File: src/core/jts_pkg.sv
// Purpose: Shared constants and types for the TAP selection block
// Assumes: One 250 MHz clock, synchronous active-low reset
// Notes: Pad mux mode codes are four bits wide
package jts_pkg;

	// ************************************************************
	// Clock and timing
	// ************************************************************
	localparam int CLK_MHZ = 250;
	localparam int TRST_LOW_MIN_NS = 100;
	localparam int TRST_LOW_CYC = (TRST_LOW_MIN_NS * CLK_MHZ + 999) / 1000;
	localparam int LOW_CNT_W = 6;
	localparam int SYNC_STAGES = 2;
	localparam int SYNC_W = 3;

	// ************************************************************
	// Synchroniser bit positions
	// ************************************************************
	localparam int SYNC_TRST = 0;
	localparam int SYNC_EMULATION_PIN_ZERO = 1;
	localparam int SYNC_EMULATION_PIN_ONE = 2;

	// ************************************************************
	// Pad mux modes and emulation pair codes
	// ************************************************************
	localparam int MODE_W = 4;
	localparam logic [MODE_W-1:0] MODE_DEFAULT = 4'h0;
	localparam logic [MODE_W-1:0] MODE_ZERO_KEEP = 4'hf;
	localparam logic [MODE_W-1:0] MODE_OBS_EMULATION_PIN_ONE = 4'h1;
	localparam logic [MODE_W-1:0] MODE_OBS_SPI = 4'h1;
	localparam logic [1:0] PAIR_BSCAN = 2'h1;
	localparam logic [1:0] PAIR_SAFE = 2'h0;
	localparam logic [1:0] PAIR_RESET = 2'h0;

	// ************************************************************
	// Types
	// ************************************************************
	typedef enum logic {
		JTS_TAP_DEBUG = 1'b0,
		JTS_TAP_BSCAN = 1'b1
	} jts_tap_e;

	typedef struct packed {
		logic [MODE_W-1:0] emuPinZeroPadConfig;
		logic [MODE_W-1:0] emuPinOnePadConfig;
		logic [MODE_W-1:0] spiCs1PadConfig;
	} jts_pad_cfg_s;

	typedef struct packed {
		logic emuOneOut;
		logic emuOneOeN;
		logic spiCs1Out;
		logic spiCs1OeN;
	} jts_pad_drv_s;

endpackage

File: src/core/jts_pad_mux.sv
// Purpose: Pad multiplexing for the emulation and chip-select pads
// Assumes: Pad inputs arrive already synchronised
// Notes: Purely combinational
module jts_pad_mux (
	input wire logic pinZero,
	input wire logic pinOne,
	input wire jts_pkg::jts_pad_cfg_s padCfg,
	input wire logic observationClockOutput,
	input wire logic spiChipSelectFn,
	output logic [1:0] emuPair,
	output jts_pkg::jts_pad_drv_s padDrv
);
	import jts_pkg::*;

	logic zeroFollows;
	logic oneFollows;

	// ************************************************************
	// Internal emulation pair
	// ************************************************************
	always_comb begin
		zeroFollows = (padCfg.emuPinZeroPadConfig == MODE_DEFAULT) ||
			(padCfg.emuPinZeroPadConfig == MODE_ZERO_KEEP);
		oneFollows = padCfg.emuPinOnePadConfig == MODE_DEFAULT;
		if (!zeroFollows) begin
			emuPair = PAIR_SAFE;
		end else begin
			emuPair[0] = pinZero;
			emuPair[1] = oneFollows ? pinOne : 1'b0;
		end
	end

	// ************************************************************
	// Pad output drive
	// ************************************************************
	always_comb begin
		padDrv.emuOneOut = 1'b0;
		padDrv.emuOneOeN = 1'b1;
		padDrv.spiCs1Out = 1'b1;
		padDrv.spiCs1OeN = 1'b1;
		if (padCfg.emuPinOnePadConfig == MODE_OBS_EMULATION_PIN_ONE) begin
			padDrv.emuOneOut = observationClockOutput;
			padDrv.emuOneOeN = 1'b0;
		end
		if (padCfg.spiCs1PadConfig == MODE_OBS_SPI) begin
			padDrv.spiCs1Out = observationClockOutput;
			padDrv.spiCs1OeN = 1'b0;
		end else if (padCfg.spiCs1PadConfig == MODE_DEFAULT) begin
			padDrv.spiCs1Out = spiChipSelectFn;
			padDrv.spiCs1OeN = 1'b0;
		end
	end

endmodule

File: src/core/jts_tap_select.sv
// Purpose: Chooses the TAP behind the JTAG port at test reset release
// Assumes: Test reset and emulation pads are asynchronous pins
// Notes: Selection changes only on a test reset rising edge
module jts_tap_select (
	input wire logic clk,
	input wire logic nrst,
	input wire logic testResetN,
	input wire logic emulationPinZero,
	input wire logic emulationPinOne,
	input wire jts_pkg::jts_pad_cfg_s padCfg,
	input wire logic observationClockOutput,
	input wire logic spiChipSelectFn,
	output jts_pkg::jts_tap_e tapSelect,
	output logic boundaryScanSel,
	output logic debugTapSel,
	output logic debugChainReady,
	output logic [1:0] sampledPair,
	output logic emuOnePadOut,
	output logic emuOnePadOeN,
	output logic spiCs1PadOut,
	output logic spiCs1PadOeN
);
	import jts_pkg::*;

	logic [SYNC_W-1:0] syncFirst;
	logic [SYNC_W-1:0] syncSecond;
	logic trstPrev;
	logic trstRise;
	logic trstLevel;
	logic [1:0] emuPair;
	jts_pad_drv_s padDrv;
	logic [LOW_CNT_W-1:0] lowCnt;
	logic [LOW_CNT_W-1:0] next_lowCnt;

	// ************************************************************
	// Pin synchronisers
	// ************************************************************
	genvar gi;
	generate
		for (gi = 0; gi < SYNC_W; gi++) begin : gSync
			always_ff @(posedge clk) begin
				if (!nrst) begin
					syncFirst[gi] <= 1'b0;
					syncSecond[gi] <= 1'b0;
				end else begin
					syncFirst[gi] <= gi == SYNC_TRST ? testResetN :
						gi == SYNC_EMULATION_PIN_ZERO ? emulationPinZero : emulationPinOne;
					syncSecond[gi] <= syncFirst[gi];
				end
			end
		end
	endgenerate

	assign trstLevel = syncSecond[SYNC_TRST];

	// ************************************************************
	// Test reset edge detect
	// ************************************************************
	always_ff @(posedge clk) begin
		if (!nrst) begin
			trstPrev <= 1'b0;
		end else begin
			trstPrev <= trstLevel;
		end
	end

	// Release by the debugger is the sampling moment
	assign trstRise = trstLevel && !trstPrev;

	// ************************************************************
	// Pad multiplexing
	// ************************************************************
	jts_pad_mux uMux (
		.pinZero(syncSecond[SYNC_EMULATION_PIN_ZERO]),
		.pinOne(syncSecond[SYNC_EMULATION_PIN_ONE]),
		.padCfg(padCfg),
		.observationClockOutput(observationClockOutput),
		.spiChipSelectFn(spiChipSelectFn),
		.emuPair(emuPair),
		.padDrv(padDrv)
	);

	always_ff @(posedge clk) begin
		if (!nrst) begin
			emuOnePadOut <= 1'b0;
			emuOnePadOeN <= 1'b1;
			spiCs1PadOut <= 1'b1;
			spiCs1PadOeN <= 1'b1;
		end else begin
			emuOnePadOut <= padDrv.emuOneOut;
			emuOnePadOeN <= padDrv.emuOneOeN;
			spiCs1PadOut <= padDrv.spiCs1Out;
			spiCs1PadOeN <= padDrv.spiCs1OeN;
		end
	end

	emu_one_low_a: assert property (@(posedge clk)
		disable iff (!nrst)
		padCfg.emuPinOnePadConfig != MODE_DEFAULT |-> !emuPair[1])
		else $error("emulation pin one not low outside mode 0");

	emu_zero_follow_a: assert property (@(posedge clk)
		disable iff (!nrst)
		padCfg.emuPinZeroPadConfig == MODE_DEFAULT |->
		emuPair[0] == syncSecond[SYNC_EMULATION_PIN_ZERO])
		else $error("emulation pin zero does not follow pad");

	safe_pair_a: assert property (@(posedge clk)
		disable iff (!nrst)
		padCfg.emuPinZeroPadConfig != MODE_DEFAULT &&
		padCfg.emuPinZeroPadConfig != MODE_ZERO_KEEP |->
		emuPair == PAIR_SAFE)
		else $error("emulation pair not forced to 00b");

	obs_on_spi_a: assert property (@(posedge clk)
		disable iff (!nrst)
		padCfg.spiCs1PadConfig == MODE_OBS_SPI |=>
		spiCs1PadOut == $past(observationClockOutput) && !spiCs1PadOeN)
		else $error("observation clock missing on chip-select pad");

	// ************************************************************
	// TAP selection latch
	// ************************************************************
	always_ff @(posedge clk) begin
		if (!nrst) begin
			sampledPair <= PAIR_RESET;
		end else if (trstRise) begin
			sampledPair <= emuPair;
		end
	end

	always_ff @(posedge clk) begin
		if (!nrst) begin
			tapSelect <= JTS_TAP_DEBUG;
		end else if (trstRise) begin
			if (emuPair == PAIR_BSCAN) begin
				tapSelect <= JTS_TAP_BSCAN;
			end else begin
				tapSelect <= JTS_TAP_DEBUG;
			end
		end
	end

	// Exactly one TAP is routed to the port
	assign boundaryScanSel = tapSelect == JTS_TAP_BSCAN;
	assign debugTapSel = tapSelect == JTS_TAP_DEBUG;

	bscan_select_a: assert property (@(posedge clk)
		disable iff (!nrst)
		trstRise && emuPair == PAIR_BSCAN |=> boundaryScanSel)
		else $error("pair 01b did not select boundary scan");

	debug_route_a: assert property (@(posedge clk)
		disable iff (!nrst)
		boundaryScanSel != debugTapSel &&
		boundaryScanSel == (sampledPair == PAIR_BSCAN))
		else $error("TAP routing disagrees with sampled pair");

	zero_keeps_debug_a: assert property (@(posedge clk)
		disable iff (!nrst)
		trstRise && emuPair == PAIR_SAFE |=> debugTapSel)
		else $error("pair 00b did not keep debug TAP");

	sel_hold_a: assert property (@(posedge clk)
		disable iff (!nrst)
		!trstRise |=> $stable(tapSelect) && $stable(sampledPair))
		else $error("TAP selection changed without test reset rise");

	sample_pair_a: assert property (@(posedge clk)
		disable iff (!nrst)
		trstRise |=> sampledPair == $past(emuPair))
		else $error("sampled pair does not match pair at edge");

	// ************************************************************
	// Debug chain initialisation tracking
	// ************************************************************
	always_comb begin
		next_lowCnt = lowCnt;
		if (trstLevel) begin
			next_lowCnt = '0;
		end else if (lowCnt != LOW_CNT_W'(TRST_LOW_CYC)) begin
			next_lowCnt = lowCnt + LOW_CNT_W'(1);
		end
	end

	always_ff @(posedge clk) begin
		if (!nrst) begin
			lowCnt <= '0;
		end else begin
			lowCnt <= next_lowCnt;
		end
	end

	// Sticky until device reset; boundary scan never waits on it
	always_ff @(posedge clk) begin
		if (!nrst) begin
			debugChainReady <= 1'b0;
		end else if (lowCnt == LOW_CNT_W'(TRST_LOW_CYC)) begin
			debugChainReady <= 1'b1;
		end
	end

	chain_ready_a: assert property (@(posedge clk)
		disable iff (!nrst)
		$rose(debugChainReady) |-> $past(!trstLevel, 2))
		else $error("debug chains ready without test reset low");

	chain_sticky_a: assert property (@(posedge clk)
		disable iff (!nrst)
		debugChainReady |=> debugChainReady)
		else $error("debug chain ready dropped");

endmodule

File: config.mk
export PLATFORM = sky130hd
export DESIGN_NAME = jts_tap_select
export DESIGN_NICKNAME = d
export VERILOG_FILES = /design/src/core/jts_pkg.sv /design/src/core/jts_pad_mux.sv /design/src/core/jts_tap_select.sv
export SDC_FILE = /design/constraint.sdc
export NUM_CORES = 1
export LEC_CHECK = 0
export BUFFER_PORTS_ARGS = -buffer_cell sky130_fd_sc_hd__buf_2
export CELL_PAD_IN_SITES_DETAIL_PLACEMENT = 1
export CELL_PAD_IN_SITES_GLOBAL_PLACEMENT = 1
export CORE_UTILIZATION = 37
export DETAILED_ROUTE_END_ITERATION = 8
export GPL_ROUTABILITY_DRIVEN = 0
export PLACE_DENSITY_LB_ADDON = 0.1
export RECOVER_POWER = 50
export SYNTH_ARGS = -nofsm -noshare
export SYNTH_HDL_FRONTEND = slang
export SYNTH_SLANG_ARGS = --single-unit
File: constraint.sdc
create_clock -name clk -period 2.9 [get_ports clk]
set_input_delay 0.725 -clock clk [delete_from_list [all_inputs] [get_ports clk]]
set_output_delay 0.725 -clock clk [all_outputs]
set_load 0.03 [all_outputs]
* Yosys cells after proc, flatten, opt, wreduce, memory -nomap -nowiden
Index checks and enable logic that the tools add are counted.
** Word-level totals
- Output and inout port bits :: 10
- Flip-flop bits (word level) :: 21
- Input port bits :: 19
** Cells by class
- Multiplexer cells :: 6
- Reductions and logical operators :: 8
- Add/subtract/negate cells :: 1
- Bitwise operators :: 2
- Equal/unequal tests :: 6
** Operator list (number)
- logical NOT 4 bit :: 3
- equality test 4 x 1 -> 1 bit (second input constant) :: 2
- adder 6 x 1 -> 6 bit (second input constant) :: 1
- equality test 6 x 5 -> 1 bit (second input constant) :: 1
- 2-to-1 mux 2 bit :: 3
- inequality test 6 x 5 -> 1 bit (second input constant) :: 1
- equality test 4 bit (second input constant) :: 1
- 2-to-1 mux 1 bit :: 3
- equality test 2 x 1 -> 1 bit (second input constant) :: 1
- inverter 1 bit :: 2
- AND reduction 2 bit :: 1
- OR reduction 2 bit :: 1
- logical AND 1 bit :: 1
- logical NOT 1 bit :: 1
- logical OR 1 bit :: 1

* Longest topological paths before layout
Gate-level depths: netlist of run 1.
- Depth in word-level cells :: 5
- Depth in mapped cells :: 5
- Depth with buffers taken out :: 5

* By module
A second synthesis of run 1 with hierarchy kept.
** Unflattened totals
- Cells, all modules :: 79
- Area total of the unflattened synthesis :: 820.8 um^2
** By module, submodules not included
- jts_tap_select :: area each 734.5 um^2, times used 1, cells each 67
- jts_pad_mux :: area each 86.3 um^2, times used 1, cells each 12

* Worst setup path before layout of run 1
No wires, ideal clock.
- Kind :: input-to-reg
- From :: input padCfg[3] (netlist bit)
- To :: register spiCs1PadOut
- Stages :: 2
- Required time :: 2.780 ns
- Library setup time :: 0.120 ns
- Path buffers :: 0
- Setup slack :: 1.282 ns
- Arrival time :: 1.498 ns
- Cells stage by stage :: or4b_4 > a211o_1
** On the way
- Cells in the longest elaborated chain, start to end :: 3
** RTL lines
- from (decl) :: line jts_tap_select.sv:10 : input wire jts_pkg::jts_pad_cfg_s padCfg,
- logical NOT 4 bit :: line jts_pad_mux.sv:48 : end else if (padCfg.spiCs1PadConfig == MODE_DEFAULT) begin
- 2-to-1 mux 2 bit :: line jts_pad_mux.sv:48
- 2-to-1 mux 2 bit * :: line jts_pad_mux.sv:45 : if (padCfg.spiCs1PadConfig == MODE_OBS_SPI) begin
- to (signal assigned) :: line jts_tap_select.sv:92 : spiCs1PadOut <= padDrv.spiCs1Out;
- to (decl) :: line jts_tap_select.sv:20 : output logic spiCs1PadOut,
Mark *: on every way between the ends. The rest lies on a longest branch, timed or not.
A chain may end at the register's enable or synchronous reset.

==> flow_summary.json, run 1 <==
{
  "setup_total_negative_slack_ns": 0,
  "r2r_cells": 4,
  "clk_transition_reported_paths_ns": 0.12,
  "clock.fmax_ghz": 0.591,
  "drt_drc_violations_left": 0,
  "maxSlewHeadroom_pct": 65.9,
  "multiInputGateArea_um2": 325,
  "final.setup_skew_ns": 0.0160,
  "chipWidth_um": 47.9,
  "critical_path.slowest_cell": "sky130_fd_sc_hd__or4b_1",
  "cts_bufs_inserted": 3,
  "end_kind": "flop",
  "dp_hpwl_mm": 1.13,
  "placement.io_buffers": 28,
  "timing.critical_path.arrival_ns": 1.91,
  "overflow": 0,
  "post_synth_inst_count": 77,
  "finalCriticalPeriod_ns": 1.69,
  "clock_tree.root_cell": "sky130_fd_sc_hd__clkbuf_4",
  "grt_start_max_net_pins": 16,
  "synth_top_area_share_pct": 53.9,
  "clk_path_buf_depth": 2,
  "min-delay-start": "syncFirst[1]$_SDFF_PN0_",
  "netlist_area_um2": 779,
  "wire_length_of_the_first_global_routing_pass_mm": 2.15,
  "post_synth_net_total": 98,
  "floorplan.die_area_um2": 2290,
  "crit_path_max_fanout": 15,
  "avgRoutedWirePerCell_um": 11.1,
  "floorplan.core_area_um2": 1960,
  "max_cap_viol_count": 0,
  "synth_cell_type_count": 27,
  "rsz0062_at_grt": "false",
  "grt_util_all_layers_pct": 14.0,
  "antenna_cells_inserted": 0,
  "die_height_um": 47.9,
  "place_area_um2": 935,
  "timing.critical_path.slowest_cell_delay_ns": 0.51,
  "critPathRequiredTime_ns": 3.11,
  "fin_hold_ws_ns": 0.448,
  "worst_skew_pair.late_latency_ns": 0.31,
  "synth_top_area_cells": "sky130_fd_sc_hd__dfxtp_1 (54%), sky130_fd_sc_hd__and2_1 (6.4%), sky130_fd_sc_hd__ha_1 (3.2%), sky130_fd_sc_hd__o21a_1 (2.9%), sky130_fd_sc_hd__nor3_1 (2.6%)",
  "critical_path.startpoint_type": "input pin",
  "p_total_mw": 0.476,
  "ant_nets": 0,
  "postSynthRegisterBits": 21,
  "layout.nets": 128,
  "worstReg2RegEnd": "lowCnt[1]$_SDFFE_PP0P_",
  "layout-drive-gt1-share_pct": 29.2,
  "vdd.ir_drop.worst_uv": 294,
  "wirelength_mm": 1.47,
  "postLayoutCellArea_um2": 957,
  "tritoncts": "built",
  "seq_area_frac_synth_pct": 53.9,
  "postCtsResizedCells": 0,
  "hold_viol_final": 0,
  "report.final.slew_viol_count": 0,
  "boundaryPins": 29,
  "worst_r2r_setup_slack_ns": 1.55,
  "synthDominantAreaCellType": "sky130_fd_sc_hd__dfxtp_1",
  "initial_utilization_pct": 39.7,
  "postCtsSetupBuffers": 0,
  "drt-pass1-iter-count": 4,
  "cell_pwr_density_nw_per_um2": 498,
  "area.sequential_um2": 420,
  "run_status": "finished clean",
  "filler_cell_count": 251,
  "vias_in_the_first_global_route": 525,
  "post_synth.cell_area_avg_um2": 10.1,
  "drt-vias-per-instance": 4.80,
  "timing.rr.start": "lowCnt[0]$_SDFFE_PP0P_",
  "cts_max_level": 1,
  "holdBufCountCts": 0,
  "min_delay_path_depth": 1,
  "floorplan.rows": 16,
  "layout-area-overhead-vs-synth_pct": 22.8,
  "worst_hold_path_type": "reg -> reg",
  "critical_path.cell_chain": "clkbuf_1 > or4b_1 > a211o_1",
  "antenna_violations_before_repair": 0,
  "worst-slew-pin-transition_ns": 0.511,
  "first_iter_violations": 11,
  "cts_sinks": 21,
  "finalCritPeriodShare_pct": 58.4,
  "ws_path_type": "in -> reg",
  "routed-via-count": 639,
  "total_leakage_power_nw": 0.401,
  "setup-violations-final": 0,
  "synthesis.yosys.warnings": 0,
  "min_delay_worst_endpoint": "syncSecond[1]$_SDFF_PN0_"
}
[per-layer routing]
| metal | share of wire, % | GRT usage, % |
|---|---|---|
| met1 | 46 | 15.6 |
| met2 | 44 | 23.2 |
| met3 | 6.9 | 3.40 |
| met4 | 2.8 | 10.0 |
| met5 | 0 | 0 |
[cell families after synthesis]
| logic type | Yosys count | synth area share (%) |
|---|---|---|
| AND/OR/NAND/NOR | 33 | 24.4 |
| flip-flops | 21 | 53.9 |
| AO/OA/AOI/OAI | 12 | 11.2 |
| buffers and inverters | 6 | 3.85 |
| XOR/XNOR | 3 | 3.37 |
| adder cells (fa/ha/maj) | 2 | 3.21 |
[worst max-delay path, delay by kind of cell]
kind	cells	cell delay, ns
AOI/OAI and AO/OA	1	0.28
buffers and inverters	1	0.39
and+or+nand+nor	1	0.51
[layout by cell type (no fill, tap or decap), types with 2 or more instances in the layout]
cell                       count
sky130_fd_sc_hd__buf_2        27
sky130_fd_sc_hd__dfxtp_1      21
sky130_fd_sc_hd__and2_0        6
sky130_fd_sc_hd__nor3_1        4
sky130_fd_sc_hd__nand2_1       4
sky130_fd_sc_hd__nor2_1        4
sky130_fd_sc_hd__inv_1         3
sky130_fd_sc_hd__nor2b_1       3
sky130_fd_sc_hd__nand3_1       3
sky130_fd_sc_hd__o21a_1        3
sky130_fd_sc_hd__clkbuf_4      3
sky130_fd_sc_hd__nand2b_1      2
sky130_fd_sc_hd__and2_1        2
sky130_fd_sc_hd__o21ai_0       2
sky130_fd_sc_hd__a211oi_1      2
sky130_fd_sc_hd__xor2_1        2
sky130_fd_sc_hd__ha_1          2
[state kept, by name (all words and copies together), names as in the netlist, 2 cells and up]
name,cells
lowCnt,6
syncFirst,3
syncSecond,2
sampledPair,2
[through the flow]
stage                     util (%)  cells  setup WS (ns)
after floorplan                  -     77           1.28
after global placement        47.6    129           1.07
after detailed placement      47.6    129           1.05
after CTS                     49.0    133           1.24
after global routing          48.8    133           1.10
final                         48.8    133           1.21
[where the power goes]
| part | switching (mW) | total (mW) | leakage, nW | internal, mW |
|---|---|---|---|---|
| clock | 0.0846 | 0.136 | 0.0177 | 0.0515 |
| sequential | 0.00537 | 0.302 | 0.171 | 0.297 |
| combinational | 0.0183 | 0.0378 | 0.212 | 0.0195 |
[cells in the mapped netlist, drive strengths merged]
library cell,count
nand2b,2
o21ai,2
xor2,2
nor2,4
o21a,3
buf,2
nor4,1
xnor2,1
a211oi,2
nor2b,3
nand3,3
and4,1
clkbuf,1
ha,2
nand2,4
inv,3
dfxtp,21
nor3,4
nand4b,1
o2111ai,1
o32ai,1
a211o,1
a21boi,1
or3,1
o22ai,1
or4b,1
and2,8
[final cells by class]
type | instances | area share, %
sequential | 21 | 43.9
clock buffer | 3 | 2.35
tap | 27 | 3.53
timing repair buffer | 28 | 14.5
multi-input combinational | 50 | 34.0
inverter | 3 | 1.18
clock inverter | 1 | 0.523
[how the worst max path moves through the flow]
stage                     slack [ns]  cells after the start                    startpoint                       to
final                           1.21                      3                          nrst  spiCs1PadOut$_SDFF_PN1_
after global routing            1.10                      3                          nrst  spiCs1PadOut$_SDFF_PN1_
after CTS                       1.24                      1  boundaryScanSel$_SDFFE_PN0P_          boundaryScanSel
after detailed placement        1.05                      3                          nrst  spiCs1PadOut$_SDFF_PN1_
after global placement          1.07                      3                          nrst  spiCs1PadOut$_SDFF_PN1_
after floorplan                 1.28                      2                     padCfg[3]  spiCs1PadOut$_SDFF_PN1_
Note: power is estimated with default switching activity, not from simulation.
==> run 2, diff against run 1 <==
- CORE_UTILIZATION: 37 -> 34
- clock period: 2.9 -> 1.71 ns (I/O delays scaled with it)
==> run 2 against run 1 <==
Net effect:
- first-iteration DRC count down 45%
- worst setup slack worse by 0.84 ns
- register-to-register slack worse by 1.2 ns
- clock power up 72%
- sequential power up 70%
- cell count up 0.75%
- design area up 0.52%
==> flow_summary.json, run 2 (synthesis gave the netlist of run 1 again) <==
{
  "postLayoutCellArea_um2": 962,
  "ant_nets": 0,
  "cts_sinks": 21,
  "hold_viol_final": 0,
  "grt_util_all_layers_pct": 13.7,
  "worst_hold_path_type": "in -> reg",
  "worst-slew-pin-transition_ns": 0.500,
  "avgRoutedWirePerCell_um": 11.0,
  "wirelength_mm": 1.48,
  "critical_path.startpoint_type": "flop",
  "cts_bufs_inserted": 3,
  "floorplan.core_area_um2": 2060,
  "filler_cell_count": 256,
  "layout.cells.most_common_list": "sky130_fd_sc_hd__buf_2 (28), sky130_fd_sc_hd__dfxtp_1 (21), sky130_fd_sc_hd__and2_1 (6)",
  "tritoncts": "built",
  "r2r_cells": 4,
  "first_iter_violations": 6,
  "end_kind": "flop",
  "vias_in_the_first_global_route": 640,
  "min_delay_worst_endpoint": "syncFirst[1]$_SDFF_PN0_",
  "antenna_cells_inserted": 0,
  "initial_utilization_pct": 37.8,
  "finalCriticalPeriod_ns": 1.34,
  "worstReg2RegEnd": "lowCnt[1]$_SDFFE_PP0P_",
  "routed-via-count": 649,
  "floorplan.rows": 16,
  "clock_tree.root_cell": "sky130_fd_sc_hd__clkbuf_4",
  "max_flop_register": "lowCnt",
  "min-delay-start": "emulationPinZero",
  "boundaryPins": 29,
  "rsz0062_at_grt": "false",
  "crit_path_max_fanout": 5,
  "report.final.slew_viol_count": 0,
  "drt_drc_violations_left": 0,
  "postCtsSetupBuffers": 0,
  "clock.fmax_ghz": 0.745,
  "dp_hpwl_mm": 1.14,
  "run_status": "finished clean",
  "timing.critical_path.arrival_ns": 1.53,
  "postCtsResizedCells": 0,
  "layout.nets": 129,
  "drt-pass1-iter-count": 3,
  "antenna_violations_before_repair": 0,
  "layout-drive-gt1-share_pct": 29.9,
  "cts_max_level": 1,
  "wire_length_of_the_first_global_routing_pass_mm": 2.61,
  "timing.rr.start": "lowCnt[0]$_SDFFE_PP0P_",
  "floorplan.die_area_um2": 2490,
  "layout-area-overhead-vs-synth_pct": 23.4,
  "clk_path_buf_depth": 2,
  "worst_r2r_setup_slack_ns": 0.37,
  "critPathRequiredTime_ns": 1.89,
  "grt_start_max_net_pins": 15,
  "max_cap_viol_count": 0,
  "total_leakage_power_nw": 0.408,
  "clk_transition_reported_paths_ns": 0.12,
  "worst_skew_pair.late_latency_ns": 0.29,
  "setup-violations-final": 0,
  "holdBufCountCts": 0,
  "min_delay_path_depth": 2,
  "maxSlewHeadroom_pct": 66.7,
  "top_regs": "lowCnt: 6 flops, syncFirst: 3 flops",
  "largest_reg_flops": 6,
  "setup_total_negative_slack_ns": 0,
  "final.setup_skew_ns": 0.00218,
  "place_area_um2": 942,
  "drt-vias-per-instance": 4.84,
  "die_height_um": 49.9,
  "chipWidth_um": 49.9,
  "overflow": 0,
  "cell_pwr_density_nw_per_um2": 844,
  "placement.io_buffers": 28,
  "most_common_cell_after_layout_fill_and_taps_aside": "sky130_fd_sc_hd__buf_2",
  "vdd.ir_drop.worst_uv": 524,
  "finalCritPeriodShare_pct": 78.5,
  "ws_path_type": "reg -> reg"
}
==> run 2: how the worst max path moves through the flow <==
stage,slack (ns),start,endpoint,cells past startpoint
floorplan,0.39,padCfg[3],spiCs1PadOut$_SDFF_PN1_,2
global placement,0.28,padCfg[3],spiCs1PadOut$_SDFF_PN1_,3
detailed placement,0.26,padCfg[3],spiCs1PadOut$_SDFF_PN1_,3
CTS,0.36,lowCnt[0]$_SDFFE_PP0P_,lowCnt[1]$_SDFFE_PP0P_,4
global route,0.23,lowCnt[0]$_SDFFE_PP0P_,lowCnt[1]$_SDFFE_PP0P_,4
finish,0.37,lowCnt[0]$_SDFFE_PP0P_,lowCnt[1]$_SDFFE_PP0P_,4
==> run 2: critical path, cell delays in order (launching register included) <==
cell	delay, ns
sky130_fd_sc_hd__dfxtp_1	0.43
sky130_fd_sc_hd__ha_1	0.19
sky130_fd_sc_hd__nand4b_1	0.19
sky130_fd_sc_hd__nor2_1	0.30
sky130_fd_sc_hd__a211oi_1	0.12
==> run 2: where the power goes <==
group / internal, mW / switching, mW
clock: 0.0870 / 0.147
combinational: 0.0342 / 0.0315
sequential: 0.504 / 0.00893
==> run 2: layer usage <==
metal / track usage, % / vias up / wire length (um)
met1: 15.4 / 302 / 723
met3: 4.32 / 2 / 96
li1: - / 324 / -
met5: 0 / - / 0
met2: 24.1 / 21 / 643
met4: 4.29 / 0 / 12
==> run 2: area by class of cell <==
type	count	area, um2	area share, %
clock buffers	3	22.5	2.34
clock inverters	1	5.00	0.520
inverters	3	11.3	1.17
multi-input cells	50	325	33.8
flip-flops and latches	21	420	43.7
well taps	27	33.8	3.51
repair buffers	29	144	15.0
==> run 2: per-stage QoR <==
step	cells	worst slack [ns]	power [mW]	utilization (%)	hold slack (ns)
after floorplan	77	0.390	0.559	-	0.412
final	134	0.367	0.812	46.7	0.328
after CTS	134	0.355	0.831	47.0	0.317
after detailed placement	130	0.264	0.592	45.7	0.423
after global routing	134	0.229	0.855	46.7	0.313
after global placement	130	0.275	0.589	45.7	0.414
==> run 3, diff against run 2 <==
- CORE_UTILIZATION: 34 -> 31
- clock period: 1.71 -> 1.1 ns (I/O delays scaled with it)
==> run 3 against run 2 <==
Net effect:
- the flow now finishes with violations (setup timing)
- core utilization increased by 6.4 points
- clock skew grew 0.0033 ns
- worst hold slack worse by 0.17 ns
- routed wire length increased by 30%
- first-iteration DRC count fell by 33%
- largest cell class unchanged
- highest routed layer unchanged
==> flow_summary.json, run 3 (synthesis gave the netlist of run 1 again) <==
{
  "maxSlewHeadroom_pct": 77.8,
  "dp_hpwl_mm": 1.34,
  "floorplan.die_area_um2": 2720,
  "top_regs": "lowCnt: 6 flops, syncFirst: 3 flops",
  "layout_setup_ws_ns": -0.0901,
  "cell_pwr_density_nw_per_um2": 1120,
  "violations": "setup timing",
  "drt-vias-per-instance": 4.82,
  "cts_max_level": 1,
  "boundaryPins": 29,
  "wirelength_mm": 1.92,
  "chipWidth_um": 52.1,
  "ant_nets": 0,
  "grt_util_all_layers_pct": 16.4,
  "vdd.ir_drop.worst_uv": 862,
  "die_height_um": 52.1,
  "holdBufCountCts": 0,
  "final_core_utilization_pct": 53.1,
  "report.final.slew_viol_count": 0,
  "placement.io_buffers": 28,
  "run_status": "finished, violations left",
  "routed-via-count": 713,
  "crit_path_max_fanout": 3,
  "tritoncts": "built",
  "finalCritPeriodShare_pct": 108,
  "cts_sinks": 21,
  "antenna_violations_before_repair": 0,
  "filler_cell_count": 269,
  "clock_tree.root_cell": "sky130_fd_sc_hd__clkbuf_4",
  "layout-drive-gt1-share_pct": 56.7,
  "layout.cells.most_common_list": "sky130_fd_sc_hd__buf_2 (18), sky130_fd_sc_hd__buf_4 (13), sky130_fd_sc_hd__dfxtp_1 (11), sky130_fd_sc_hd__buf_6 (11), sky130_fd_sc_hd__dfxtp_2 (9)",
  "drt-pass1-iter-count": 4,
  "total_leakage_power_nw": 0.502,
  "max_flop_register": "lowCnt",
  "place_area_um2": 1020,
  "clock.fmax_ghz": 0.840,
  "wire_length_of_the_first_global_routing_pass_mm": 3.13,
  "final.setup_skew_ns": 0.00545,
  "multiInputGateArea_um2": 395,
  "worst_r2r_setup_slack_ns": -0.09,
  "largest_reg_flops": 6,
  "uppermost_layer_routed": "met4",
  "floorplan.rows": 17,
  "end_kind": "flop",
  "p_total_mw": 1.37,
  "antenna_cells_inserted": 0,
  "timing.critical_path.arrival_ns": 1.42,
  "overflow": 0,
  "worst_hold_path_type": "in -> reg",
  "most_common_cell_after_layout_fill_and_taps_aside": "sky130_fd_sc_hd__buf_2",
  "avgRoutedWirePerCell_um": 13.0,
  "ws_path_type": "reg -> reg",
  "met1_length_um": 796,
  "area.sequential_um2": 435,
  "detailedPlace.worstSlack_ns": -0.178,
  "cts_bufs_inserted": 3,
  "critPathRequiredTime_ns": 1.33,
  "rsz0062_at_grt": "true",
  "wl_met2_um": 998,
  "fin_hold_ws_ns": 0.161,
  "vias_in_the_first_global_route": 681,
  "detailroute.wirelength.met3_um": 81,
  "clk_transition_reported_paths_ns": 0.13,
  "hold_viol_final": 0,
  "postLayoutCellArea_um2": 1220,
  "finalCriticalPeriod_ns": 1.19,
  "setup-violations-final": 6,
  "drt_drc_violations_left": 0,
  "layout-area-overhead-vs-synth_pct": 56.3,
  "clk_path_buf_depth": 2,
  "initial_utilization_pct": 33.9,
  "layout.nets": 142,
  "grt_start_max_net_pins": 15,
  "max_cap_viol_count": 0,
  "worst-slew-pin-transition_ns": 0.329,
  "first_iter_violations": 4,
  "critical_path.startpoint_type": "flop",
  "worst_skew_pair.late_latency_ns": 0.31,
  "floorplan.core_area_um2": 2300
}
[run 3: path summary, 6_finish.rpt]
kind | end | startpoint | cells after the start
min reg2reg | syncSecond[2]$_SDFF_PN0_ | syncFirst[2]$_SDFF_PN0_ | 1
max reg2reg | lowCnt[1]$_SDFFE_PP0P_ | lowCnt[1]$_SDFFE_PP0P_ | 6
max | lowCnt[1]$_SDFFE_PP0P_ | lowCnt[1]$_SDFFE_PP0P_ | 6
min | syncFirst[1]$_SDFF_PN0_ | emulationPinZero | 2
[run 3: final cells by class]
class                           instances  area share, %
Inverter                                3          0.924
Timing Repair Buffer                   42           25.6
Sequential cell                        21           35.7
Multi-Input combinational cell         50           32.4
Clock inverter                          1          0.616
Clock buffer                            3           1.85
Tap cell                               28           2.87
[run 3: layer usage]
layer | global-route usage, % | up-vias
li1 | - | 352
met1 | 19.0 | 337
met2 | 27.8 | 20
met3 | 4.09 | 4
met4 | 8.33 | 0
met5 | 0 | -
[run 3: metrics by stage]
stage / setup TNS [ns] / std cells
after floorplan: -0.0265 / 77
after global placement: -0.586 / 141
after detailed placement: -0.759 / 141
after CTS: -0.411 / 146
after global routing: -0.815 / 148
final: -0.287 / 148
[run 3: timing repair]
item | 4_1_cts | 5_1_grt
setup buffers | 1 | 2
resized for setup | 29 | 16
hold endpoints to repair | 0 | 0
endpoints found under the setup margin | 16 | 18
cloned | 0 | 0
pin swaps | 1 | 3
[run 3: worst max-delay path: stages, from the launching register on]
cell	delay, ns
sky130_fd_sc_hd__dfxtp_2	0.35
sky130_fd_sc_hd__inv_2	0.07
sky130_fd_sc_hd__ha_4	0.12
sky130_fd_sc_hd__nand4b_1	0.11
sky130_fd_sc_hd__buf_4	0.17
sky130_fd_sc_hd__o21a_1	0.18
sky130_fd_sc_hd__a211oi_2	0.13
[run 3: where the power goes]
group	internal [mW]	leakage [nW]	switching (mW)
sequential	0.782	0.173	0.0129
combinational	0.0984	0.315	0.0776
clock	0.139	0.0139	0.256
